File: config.mk
export PLATFORM = sky130hd
export DESIGN_NAME = srp_read_port
export DESIGN_NICKNAME = d
export VERILOG_FILES = /design/src/verilog/srp_sync.v /design/src/verilog/srp_read_port.v
export VERILOG_INCLUDE_DIRS = /design/src /design/src/common
export SDC_FILE = /design/constraint.sdc
export NUM_CORES = 1
export LEC_CHECK = 0
export BUFFER_PORTS_ARGS = -buffer_cell sky130_fd_sc_hd__buf_2
export CORE_MARGIN = 10
export CORE_UTILIZATION = 30
export DETAILED_ROUTE_END_ITERATION = 12
export MAX_ROUTING_LAYER = met4
export PLACE_DENSITY = 0.49
export SYNTH_ARGS = -nofsm -noshare
export SYNTH_HDL_FRONTEND = slang
export SYNTH_SLANG_ARGS = --single-unit
File: constraint.sdc
create_clock -name clk_sys -period 1.7 [get_ports clk_sys]
set_input_delay 0.085 -clock clk_sys [delete_from_list [all_inputs] [get_ports clk_sys]]
set_output_delay 0.085 -clock clk_sys [all_outputs]
set_load 0.01 [all_outputs]
File: src/common/srp_regs.vh
// constants for the spi register read port
`ifndef SRP_REGS_VH
`define SRP_REGS_VH
`define SRP_RW_BIT      3'd7
`define SRP_ADDR_MSB    3'd6
`define SRP_BYTE_BITS   4'd8
`define SRP_LAST_BIT    3'd7
`define SRP_RD_FLAG     1'b1
`define SRP_SDO_RST     1'b0
`define SRP_ADDR_RST    8'h00
`endif

File: src/verilog/srp_sync.v
// two-stage synchroniser with edge detection on the second stage output
`timescale 1ns/1ps
module srp_sync #(
  parameter W = 3
) (
  input  wire         clk_sys,  // system clock
  input  wire         rst_n,    // sync reset, active low
  input  wire [W-1:0] din,      // asynchronous inputs
  output wire [W-1:0] dout,     // synchronised level
  output wire [W-1:0] rise,     // one-cycle rising pulse
  output wire [W-1:0] fall      // one-cycle falling pulse
);
  reg [W-1:0] s1_q;
  reg [W-1:0] s2_q;
  reg [W-1:0] s3_q;

  always @(posedge clk_sys) begin
    if (!rst_n) begin
      s1_q <= {W{1'b1}};
      s2_q <= {W{1'b1}};
      s3_q <= {W{1'b1}};
    end else begin
      s1_q <= din;
      s2_q <= s1_q;
      s3_q <= s2_q;
    end
  end

  assign dout = s2_q;
  assign rise = s2_q & ~s3_q;
  assign fall = ~s2_q & s3_q;
endmodule // srp_sync

File: src/verilog/srp_read_port.v
// slave spi register read port: control byte, then auto-increment read data
`timescale 1ns/1ps
`include "srp_regs.vh"
module srp_read_port (
  input  wire       clk_sys,            // system clock, 125 MHz
  input  wire       rst_n,              // sync reset, active low
  input  wire       three_wire_enable,  // 1 selects three-wire mode
  input  wire       csb_n,              // select pin, active low
  input  wire       sck,                // serial clock pin
  input  wire       sdi_i,              // data pin input level
  output reg        sdi_o,              // data pin drive value (three-wire)
  output reg        sdi_oe,             // data pin drive enable
  output reg        sdo_o,              // serial output drive value
  output reg        sdo_oe,             // serial output drive enable
  output reg  [7:0] reg_addr,           // register address being read
  output reg        reg_rd,             // one-cycle fetch of reg_addr
  input  wire [7:0] reg_data,           // register data, valid cycle after reg_rd
  output reg        rd_mode11           // chosen mode: 1 = mode 11, 0 = mode 00
);
  // ****************************************
  // states
  // ****************************************
  localparam ST_IDLE = 2'b00;
  localparam ST_CTRL = 2'b01;
  localparam ST_DATA = 2'b10;
  localparam ST_SKIP = 2'b11;

  wire [2:0] lvl;
  wire [2:0] rise;
  wire [2:0] fall;

  // ****************************************
  // pin synchronisers
  // ****************************************
  srp_sync #(.W(3)) u_sync (
    .clk_sys (clk_sys),
    .rst_n   (rst_n),
    .din     ({csb_n, sck, sdi_i}),
    .dout    (lvl),
    .rise    (rise),
    .fall    (fall)
  );

  wire cs_lvl  = lvl[2];
  wire cs_fall = fall[2];
  wire cs_rise = rise[2];
  wire sck_lvl = lvl[1];
  wire sck_r   = rise[1];
  wire sck_f   = fall[1];
  wire din_lvl = lvl[0];

  reg  [1:0] st_q;
  reg  [2:0] cnt_q;
  reg  [7:0] sh_q;
  reg        load_q;
  reg        three_q;
  reg        out_q;
  reg        first_f_q;
  // set at the first data fall, once the master has let go of the pin
  reg        drive_q;
  reg        sdo_oe_d;
  reg        sdi_oe_d;

  function [7:0] next_addr;
    input [7:0] a;
    begin
      next_addr = a + 8'h01;
    end
  endfunction

  // true on the eighth bit of a byte
  function last_bit;
    input [2:0] c;
    begin
      last_bit = (c == `SRP_LAST_BIT);
    end
  endfunction

  // shift one bit in at the lsb end
  function [7:0] shift_in;
    input [7:0] v;
    input       b;
    begin
      shift_in = {v[6:0], b};
    end
  endfunction

  // ****************************************
  // control and data sequencing
  // ****************************************
  always @(posedge clk_sys) begin
    if (!rst_n) begin
      st_q      <= ST_IDLE;
      cnt_q     <= 3'd0;
      sh_q      <= `SRP_ADDR_RST;
      reg_addr  <= `SRP_ADDR_RST;
      reg_rd    <= 1'b0;
      load_q    <= 1'b0;
      three_q   <= 1'b0;
      rd_mode11 <= 1'b0;
      first_f_q <= 1'b0;
      drive_q   <= 1'b0;
      out_q     <= `SRP_SDO_RST;
    end else begin
      reg_rd <= 1'b0;
      load_q <= reg_rd;
      if (cs_rise || cs_lvl) begin
        st_q    <= ST_IDLE;
        cnt_q   <= 3'd0;
        drive_q <= 1'b0;
      end
      case (st_q)
        ST_IDLE: begin
          if (cs_fall) begin
            rd_mode11 <= sck_lvl;
            three_q   <= three_wire_enable;
            cnt_q     <= 3'd0;
            st_q      <= ST_CTRL;
          end
        end
        ST_CTRL: begin
          if (sck_r && !cs_lvl) begin
            sh_q  <= shift_in(sh_q, din_lvl);
            cnt_q <= cnt_q + 3'd1;
            if (last_bit(cnt_q)) begin
              if (sh_q[6] == `SRP_RD_FLAG) begin
                reg_addr  <= {1'b1, sh_q[5:0], din_lvl};
                reg_rd    <= 1'b1;
                first_f_q <= 1'b1;
                st_q      <= ST_DATA;
              end else begin
                st_q <= ST_SKIP;
              end
            end
          end
        end
        ST_DATA: begin
          if (load_q) begin
            sh_q <= reg_data;
          end
          if (sck_f && !cs_lvl) begin
            drive_q <= 1'b1;
            if (first_f_q) begin
              first_f_q <= 1'b0;
              out_q     <= sh_q[7];
            end else begin
              out_q <= sh_q[6];
              sh_q  <= shift_in(sh_q, 1'b0);
            end
          end
          if (sck_r && !cs_lvl) begin
            cnt_q <= cnt_q + 3'd1;
            if (last_bit(cnt_q)) begin
              reg_addr  <= next_addr(reg_addr);
              reg_rd    <= 1'b1;
              first_f_q <= 1'b1;
            end
          end
        end
        ST_SKIP: begin
          if (cs_lvl) begin
            st_q <= ST_IDLE;
          end
        end
        default: st_q <= ST_IDLE;
      endcase
    end
  end

  // ****************************************
  // drive enables
  // ****************************************
  always @* begin
    sdo_oe_d = 1'b0;
    sdi_oe_d = 1'b0;
    if ((st_q == ST_DATA) && drive_q && !cs_lvl) begin
      if (three_q) begin
        sdi_oe_d = 1'b1;
      end else begin
        sdo_oe_d = 1'b1;
      end
    end
  end

  // ****************************************
  // pin drivers
  // ****************************************
  always @(posedge clk_sys) begin
    if (!rst_n) begin
      sdo_o  <= `SRP_SDO_RST;
      sdo_oe <= 1'b0;
      sdi_o  <= `SRP_SDO_RST;
      sdi_oe <= 1'b0;
    end else begin
      sdo_o  <= out_q;
      sdi_o  <= out_q;
      sdo_oe <= sdo_oe_d;
      sdi_oe <= sdi_oe_d;
    end
  end
endmodule // srp_read_port

==> results of run 1 <==
-- flip-flops by register name (all words and copies together) (netlist names) --
| register | cells |
|---|---|
| out_q | 1 |
| sdi_oe | 1 |
| u_sync.dout | 3 |
| sh_q | 8 |
| u_sync.s3_q | 2 |
| reg_rd | 1 |
| reg_addr | 8 |
| sdo_oe | 1 |
| cnt_q | 3 |
| drive_q | 1 |
| load_q | 1 |
| st_q | 2 |
| sdo_o | 1 |
| first_f_q | 1 |
| u_sync.s1_q | 3 |
| three_q | 1 |
| rd_mode11 | 1 |
-- cell usage in the layout, fill, tap and decap left out, types with 5 or more instances in the layout --
cell       n
a21oi_1    6
a21oi_2    5
buf_2     27
buf_4     24
clkbuf_8   6
dfxtp_1   31
dfxtp_2    6
inv_1      7
mux2i_1   10
nand2_1   10
nand2b_1  12
nor2_1    13
nor2b_1    7
o21ai_0    7
o21ai_1    6
-- critical path, delay by kind of cell, from the launching register on --
kind | cells | cell delay, ns
simple gates | 1 | 0.55
flops | 1 | 0.32
buf+inv | 1 | 0.23
compound gates | 3 | 0.53
-- repair_timing --
action | CTS | global route
cloned | 0 | 1
pin swaps | 1 | 2
endpoints found under the setup margin | 2 | 21
resized for setup | 3 | 28
buffers inserted | 0 | 7
hold buffers | 3 | 0
endpoints found under the hold margin | 3 | 0
-- per-stage QoR --
stage,instance area (µm²),cells,TNS [ns],worst slack [ns],util [%]
finish,2495,326,0,0.01095,41.89
floorplan,1859,198,0,0.08003,-
detailed placement,2182,307,-0.1290,-0.1290,36.64
global placement,2182,307,-0.09044,-0.08378,36.64
global route,2495,326,-0.3573,-0.04653,41.89
CTS,2340,318,0,0.001381,39.29
-- cell families after synthesis --
group | synth area share [%]
compound gates | 20.32
flops | 42.13
fa+ha+maj | 4.726
xor+xnor | 0.4727
mux | 7.090
buf+inv | 4.322
simple gates | 20.93
-- report_power, final --
part | internal (mW) | leakage, nW | switching, mW | total (mW)
Clock | 0.475 | 0.0612 | 0.330 | 0.805
Combinational | 0.0652 | 0.686 | 0.0564 | 0.122
Sequential | 0.929 | 0.319 | 0.0123 | 0.941
-- cell type report --
cell class / count / area, µm²
clock buffers: 6 / 82.58
clock inverters: 2 / 35.03
fillers: 609 / 3461
inverters: 7 / 26.28
multi-input cells: 141 / 1071
flip-flops and latches: 39 / 795.8
well taps: 75 / 93.84
repair buffers: 56 / 390.4
-- worst paths after layout --
path	startpoint	to	slack, ns	depth (start not counted)
setup / recovery	first_f_q$_SDFFE_PN0P_	sh_q[6]$_SDFFE_PN0P_	0.01	5
hold / removal	three_wire_enable	three_q$_SDFFE_PN0P_	0.06	3
setup reg to reg	first_f_q$_SDFFE_PN0P_	sh_q[6]$_SDFFE_PN0P_	0.01	5
hold reg to reg	u_sync.s1_q[2]$_SDFF_PN1_	u_sync.dout[2]$_SDFF_PN1_	0.41	1
-- metal layers --
layer  routed length [µm]  part of all wire [%]
met3                  167                   3.5
met1                 2232                    46
met5                    0                     0
met4                   35                  0.72
met2                 2397                    50
==> metrics.md, run 1 <==
| Metric | Value |
|---|---|
| Syn nets | `approximately 220` |
| Maximum clock skew at final layout | `between 0.002 and 0.003 ns` |
| Share of the cycle needed by the critical path after routing | `approximately 99%` |
| Number of setup violations in the final report | `0` |
| Slowest library cell on the worst path | `or4b_4` |
| Iter 0 DRT Violations | `60` |
| Overall global routing resource usage | `about 10%` |
| Number of flip-flops and latches in the synthesized netlist | `39` |
| Syn. warnings | `0` |
| Number of detailed-route iterations in the first pass | `4` |
| Total vias in the final route | `between 1500 and 2000` |
| Minimum period implied by the final worst setup slack | `between 1.5 and 2 ns` |
| Share of the synthesized area in the top cell type | `between 40% and 50%` |
| Unrepaired setup endpoints after global routing | `yes` |
| Post-CTS clock slew at the launch and capture registers of the worst setup and hold paths | `around 0.08 ns` |
| Drt drc | `0` |
| Number of nets still failing antenna checks after routing | `0` |
| Crit-path cells | `or4b_4 > a221oi_4 > clkbuf_16 > o21ai_4 > a21oi_2` |
| Detailed-route vias per instance | `4.877` |
| Placeable core area | `~6000 µm²` |
| Largest stage delay on the critical path | `about 0.55 ns` |
| Overall power after layout | `~1.9 mW` |
| Clock Latency Late Sink | `between 0.2 and 0.3 ns` |
| Placed wire-length estimate | `roughly 3500 µm` |
| Class of the most critical hold timing path | `in2reg` |
| Power Dens Cells | `748.5 nW/µm²` |
| First-pass GRT wire length | `around 8000 µm` |
| Maximum clock rate | `about 590 MHz` |
| Post-Syn Area per Cell | `between 9 and 10 µm²` |
| Synthesis-to-layout area growth | `34.64%` |
| Pin count of the biggest net entering global routing | `19` |
| Initial core utilization | `~31%` |
| Largest vdd supply drop | `0.3658 mV` |
| Count of maximum capacitance violations | `0` |
| Share of the yosys chip area belonging to registers | `a little over two fifths` |
| CTS H-Tree Depth | `2` |
| Busiest layer in global routing | `met2` |
| Final GP Congestion | `between 0.8 and 0.9` |
| Static leakage power | `approximately 1.1 nW` |
| Total congestion overflow | `0` |
| Vertical die dimension | `approximately 99 µm` |
| Average wire per cell in the routed design | `14.82 µm` |
| Worst Setup End Kind | `flip-flop` |
| Nets | `roughly 270` |
| Most frequent cell after synthesis | `dfxtp_1` |
| Final Slew Violations | `0` |
| Clock root buffer master | `clkbuf_8` |
| Number of buffers created by CTS | `5` |
| Number of global-route vias before repair | `between 1500 and 2000` |
| Synth cell count leaders | `39 x dfxtp_1, 13 x nand2b_1, 13 x nor2_1` |
| GR met2 Demand/Resource | `16.44%` |
| Run status | `completed` |
| Hold violation total from the final report | `0` |
| Number of antenna violations at the first check in global routing | `0` |
| CP Data Arrival Time | `around 1.9 ns` |
| CTS tree | `yes` |
| Final wirelength | `4832 µm` |
| Startpoint kind of the worst setup timing path | `flip-flop` |
| Largest fanout on the critical path | `6` |
| Chip Width | `just under 100 µm` |
| Clock Sinks | `39` |
| Transition time at the pin with the least slew margin | `between 0.3 and 0.4 ns` |
| Share of final-layout standard cells stronger than drive strength 1 | `a little over a third` |
| Critical Setup Path Class | `reg2reg` |
| Num ports | `28` |
| PortBufs | `27` |
| Ranking of synthesized cells by area | `dfxtp_1 42%, mux2i_1 6.5%, ha_1 4.7%` |
| Mapped Area | `roughly 1900 µm²` |
| Number of different library cells in the post-synthesis netlist | `46` |
| Main flop type after synthesis | `dfxtp_1` |
| Met1 Track Usage GR | `roughly an eighth` |
| Maximum buffer depth of the clock tree | `2` |
| Number of antenna repair diodes | `0` |
| Library cell with the largest summed area after synthesis | `dfxtp_1` |
| Die ar. | `~10000 µm²` |
| Count of flip-flops with a built-in enable after synthesis | `0` |
| Post-route worst hold slack | `0.05521 ns` |
| Std-Cell Rows | `28` |
| Max-slew headroom | `74.94%` |
| Global-route met3 utilization | `around 2.5%` |
| Required time at the worst-slack endpoint | `between 1.5 and 2 ns` |
| Number of instances in the synthesized netlist | `198` |
| Proportion of register bits with asynchronous set or reset after synthesis | `0%` |
(Power assumes the default switching activity.)
==> run 2: changes to the inputs <==
- CORE_UTILIZATION: 30 -> 40
- GPL_TIMING_DRIVEN: default -> 0
- PLACE_DENSITY: 0.49 -> 0.62
==> metrics.md, run 2 (synthesis gave the netlist of run 1 again) <==
| Metric | Value |
|---|---|
| Run status | `completed` |
| Std-Cell Rows | `24` |
| Hold violation total from the final report | `0` |
| Count of maximum capacitance violations | `0` |
| Count of placed standard cells including taps | `~280` |
| Num ports | `28` |
| Number of antenna violations at the first check in global routing | `0` |
| Total vias in the final route | `approximately 1500` |
| Drt drc | `0` |
| Largest fanout on the critical path | `7` |
| CP delay by family, top | `simple AND/OR/NAND/NOR gates` |
| Power Dens Cells | `715.2 nW/µm²` |
| Final standard cell area without fillers | `around 2300 µm²` |
| Worst Hold Depth | `2` |
| Max-slew headroom | `about 66%` |
| Largest stage delay on the critical path | `around 0.54 ns` |
| Class of the most critical hold timing path | `in2reg` |
| PortBufs | `27` |
| Static leakage power | `between 1 and 1.5 nW` |
| Hold EP | `u_sync.s1_q[1]$_SDFF_PN1_` |
| Chip Width | `slightly below 90 µm` |
| Number of fillers in the final layout | `around 430` |
| Iter 0 DRT Violations | `52` |
| Required time at the worst-slack endpoint | `1.93 ns` |
| Pin count of the biggest net entering global routing | `12` |
| Placeable core area | `roughly 4400 µm²` |
| Placed wire-length estimate | `3152 µm` |
| Slowest library cell on the worst path | `or4b_4` |
| Number of buffers created by CTS | `5` |
| Fin util | `around 52%` |
| Number of global-route vias before repair | `around 1500` |
| Minimum period implied by the final worst setup slack | `1.641 ns` |
| Leading cell type in the layout, fill and taps excluded | `dfxtp_1` |
| Final wirelength | `around 4400 µm` |
| DP Area | `around 2100 µm²` |
| Initial core utilization | `between 40% and 50%` |
| CTS H-Tree Depth | `2` |
| Pre-CTS setup slack | `-0.3234 ns` |
| Maximum clock rate | `609.4 MHz` |
| Hold path start | `rst_n` |
| First-pass GRT wire length | `around 7000 µm` |
| Clock root buffer master | `clkbuf_8` |
| CP Data Arrival Time | `between 1.5 and 2 ns` |
| Startpoint kind of the worst setup timing path | `flip-flop` |
| Die ar. | `roughly 7800 µm²` |
| Critical Setup Path Class | `reg2reg` |
| Worst Setup End Kind | `flip-flop` |
| Registers with the most flip-flops | `reg_addr x8, sh_q x8` |
| Post-route insts no fill | `290` |
| Reg2Reg Launch Point | `u_sync.dout[1]$_SDFF_PN1_` |
| Number of nets still failing antenna checks after routing | `0` |
| Average wire per cell in the routed design | `15.04 µm` |
| Clock Sinks | `39` |
| Overall power after layout | `1.655 mW` |
| Endpoint of the worst register-to-register path | `sh_q[3]$_SDFFE_PN0P_` |
| Final Slew Violations | `0` |
| Maximum buffer depth of the clock tree | `2` |
| Nets | `between 200 and 300` |
| Share of the cycle needed by the critical path after routing | `between 90% and 100%` |
| Synthesis-to-layout area growth | `24.85%` |
| Clock Latency Late Sink | `0.29 ns` |
| Number of antenna repair diodes | `0` |
| Overall global routing resource usage | `a little under an eighth` |
| Transition time at the pin with the least slew margin | `just over 0.5 ns` |
| Maximum clock skew at final layout | `between 0.005 and 0.006 ns` |
| Final GP Congestion | `about 0.86` |
| Number of detailed-route iterations in the first pass | `4` |
| Crit path buf inv count | `1` |
| Total congestion overflow | `0` |
| CTS tree | `yes` |
| Vertical die dimension | `a little under 90 µm` |
| Detailed-route vias per instance | `~5.2` |
| Crit-path cells | `or4b_4 > a221oi_4 > buf_4 > o21ai_1 > a21oi_1` |
| Post-CTS clock slew at the launch and capture registers of the worst setup and hold paths | `about 0.07 ns` |
| PnR worst setup slack | `roughly 0.06 ns` |
| Unrepaired setup endpoints after global routing | `yes` |
| Worst reg-to-reg path cell count | `5` |
| Worst R2R Setup Slack | `just under 0.06 ns` |
| Largest vdd supply drop | `0.4674 mV` |
| Share of final-layout standard cells stronger than drive strength 1 | `between 30% and 40%` |
| Top library cells by usage in the layout, fill and taps aside | `32 x dfxtp_1, 28 x buf_2, 12 x nand2b_1, 12 x nor2_1, 11 x mux2i_1` |
| Number of setup violations in the final report | `0` |
-- run 2: worst max path at each step --
stage	start	end	slack [ns]	cells after the start
2_1_floorplan	st_q[0]$_SDFF_PN0_	sh_q[5]$_SDFFE_PN0P_	0.08	8
3_3_place_gp	st_q[0]$_SDFF_PN0_	reg_addr[4]$_SDFFE_PN0P_	-0.31	7
3_5_place_dp	st_q[0]$_SDFF_PN0_	first_f_q$_SDFFE_PN0P_	-0.32	7
4_1_cts	cnt_q[0]$_SDFF_PN0_	reg_addr[3]$_SDFFE_PN0P_	-0.01	6
5_1_grt	u_sync.dout[1]$_SDFF_PN1_	sh_q[2]$_SDFFE_PN0P_	-0.02	5
6_report	u_sync.dout[1]$_SDFF_PN1_	sh_q[3]$_SDFFE_PN0P_	0.06	5
-- run 2: final cells by class --
| cell class | count | area (µm²) | area share [%] |
|---|---|---|---|
| tap | 52 | 65.06 | 2.812 |
| clock inverter | 1 | 5.005 | 0.2163 |
| sequential | 39 | 794.5 | 34.34 |
| timing repair buffer | 35 | 200.2 | 8.653 |
| multi-input combinational | 141 | 1102 | 47.65 |
| buffer | 8 | 43.79 | 1.893 |
| inverter | 7 | 26.28 | 1.136 |
| clock buffer | 7 | 76.32 | 3.299 |
-- run 2: worst reg2reg max path, delay by kind of cell (launching register included) --
family / cells / cell delay, ns
AOI/OAI and AO/OA: 3 / 0.49
DFF: 1 / 0.37
and+or+nand+nor: 1 / 0.54
buffers and inverters: 1 / 0.18
-- run 2: routing by layer --
layer  track usage (%)  vias up  share of wire, %
li1                  -      779                 -
met1             14.52      696                49
met2             18.72       32                46
met3             3.157        7               4.1
met4             4.280        0               1.4
met5                 -        -                 0
-- run 2: per-stage QoR --
stage                TNS, ns  hold WS (ns)
CTS                 -0.01090       0.04144
detailed placement    -4.498        0.2696
global placement      -4.071        0.2653
global route        -0.05496       0.04660
floorplan                  0        0.1580
finish                     0       0.04235
-- run 2: report_power, final --
| part | total [mW] | internal [mW] | leakage, nW | switching (mW) |
|---|---|---|---|---|
| registers | 0.944 | 0.929 | 0.318 | 0.0148 |
| clock network | 0.602 | 0.288 | 0.0422 | 0.314 |
| logic | 0.109 | 0.0566 | 0.645 | 0.0520 |
-- run 2: timing repair --
| item | 4_1_cts | 5_1_grt |
|---|---|---|
| gates resized for setup | 11 | 24 |
| cloned | 1 | 0 |
| pin swaps | 2 | 3 |
| endpoints found under the hold margin | 3 | 0 |
| endpoints found under the setup margin | 24 | 18 |
| hold buffers | 3 | 0 |
| buffers inserted | 1 | 3 |
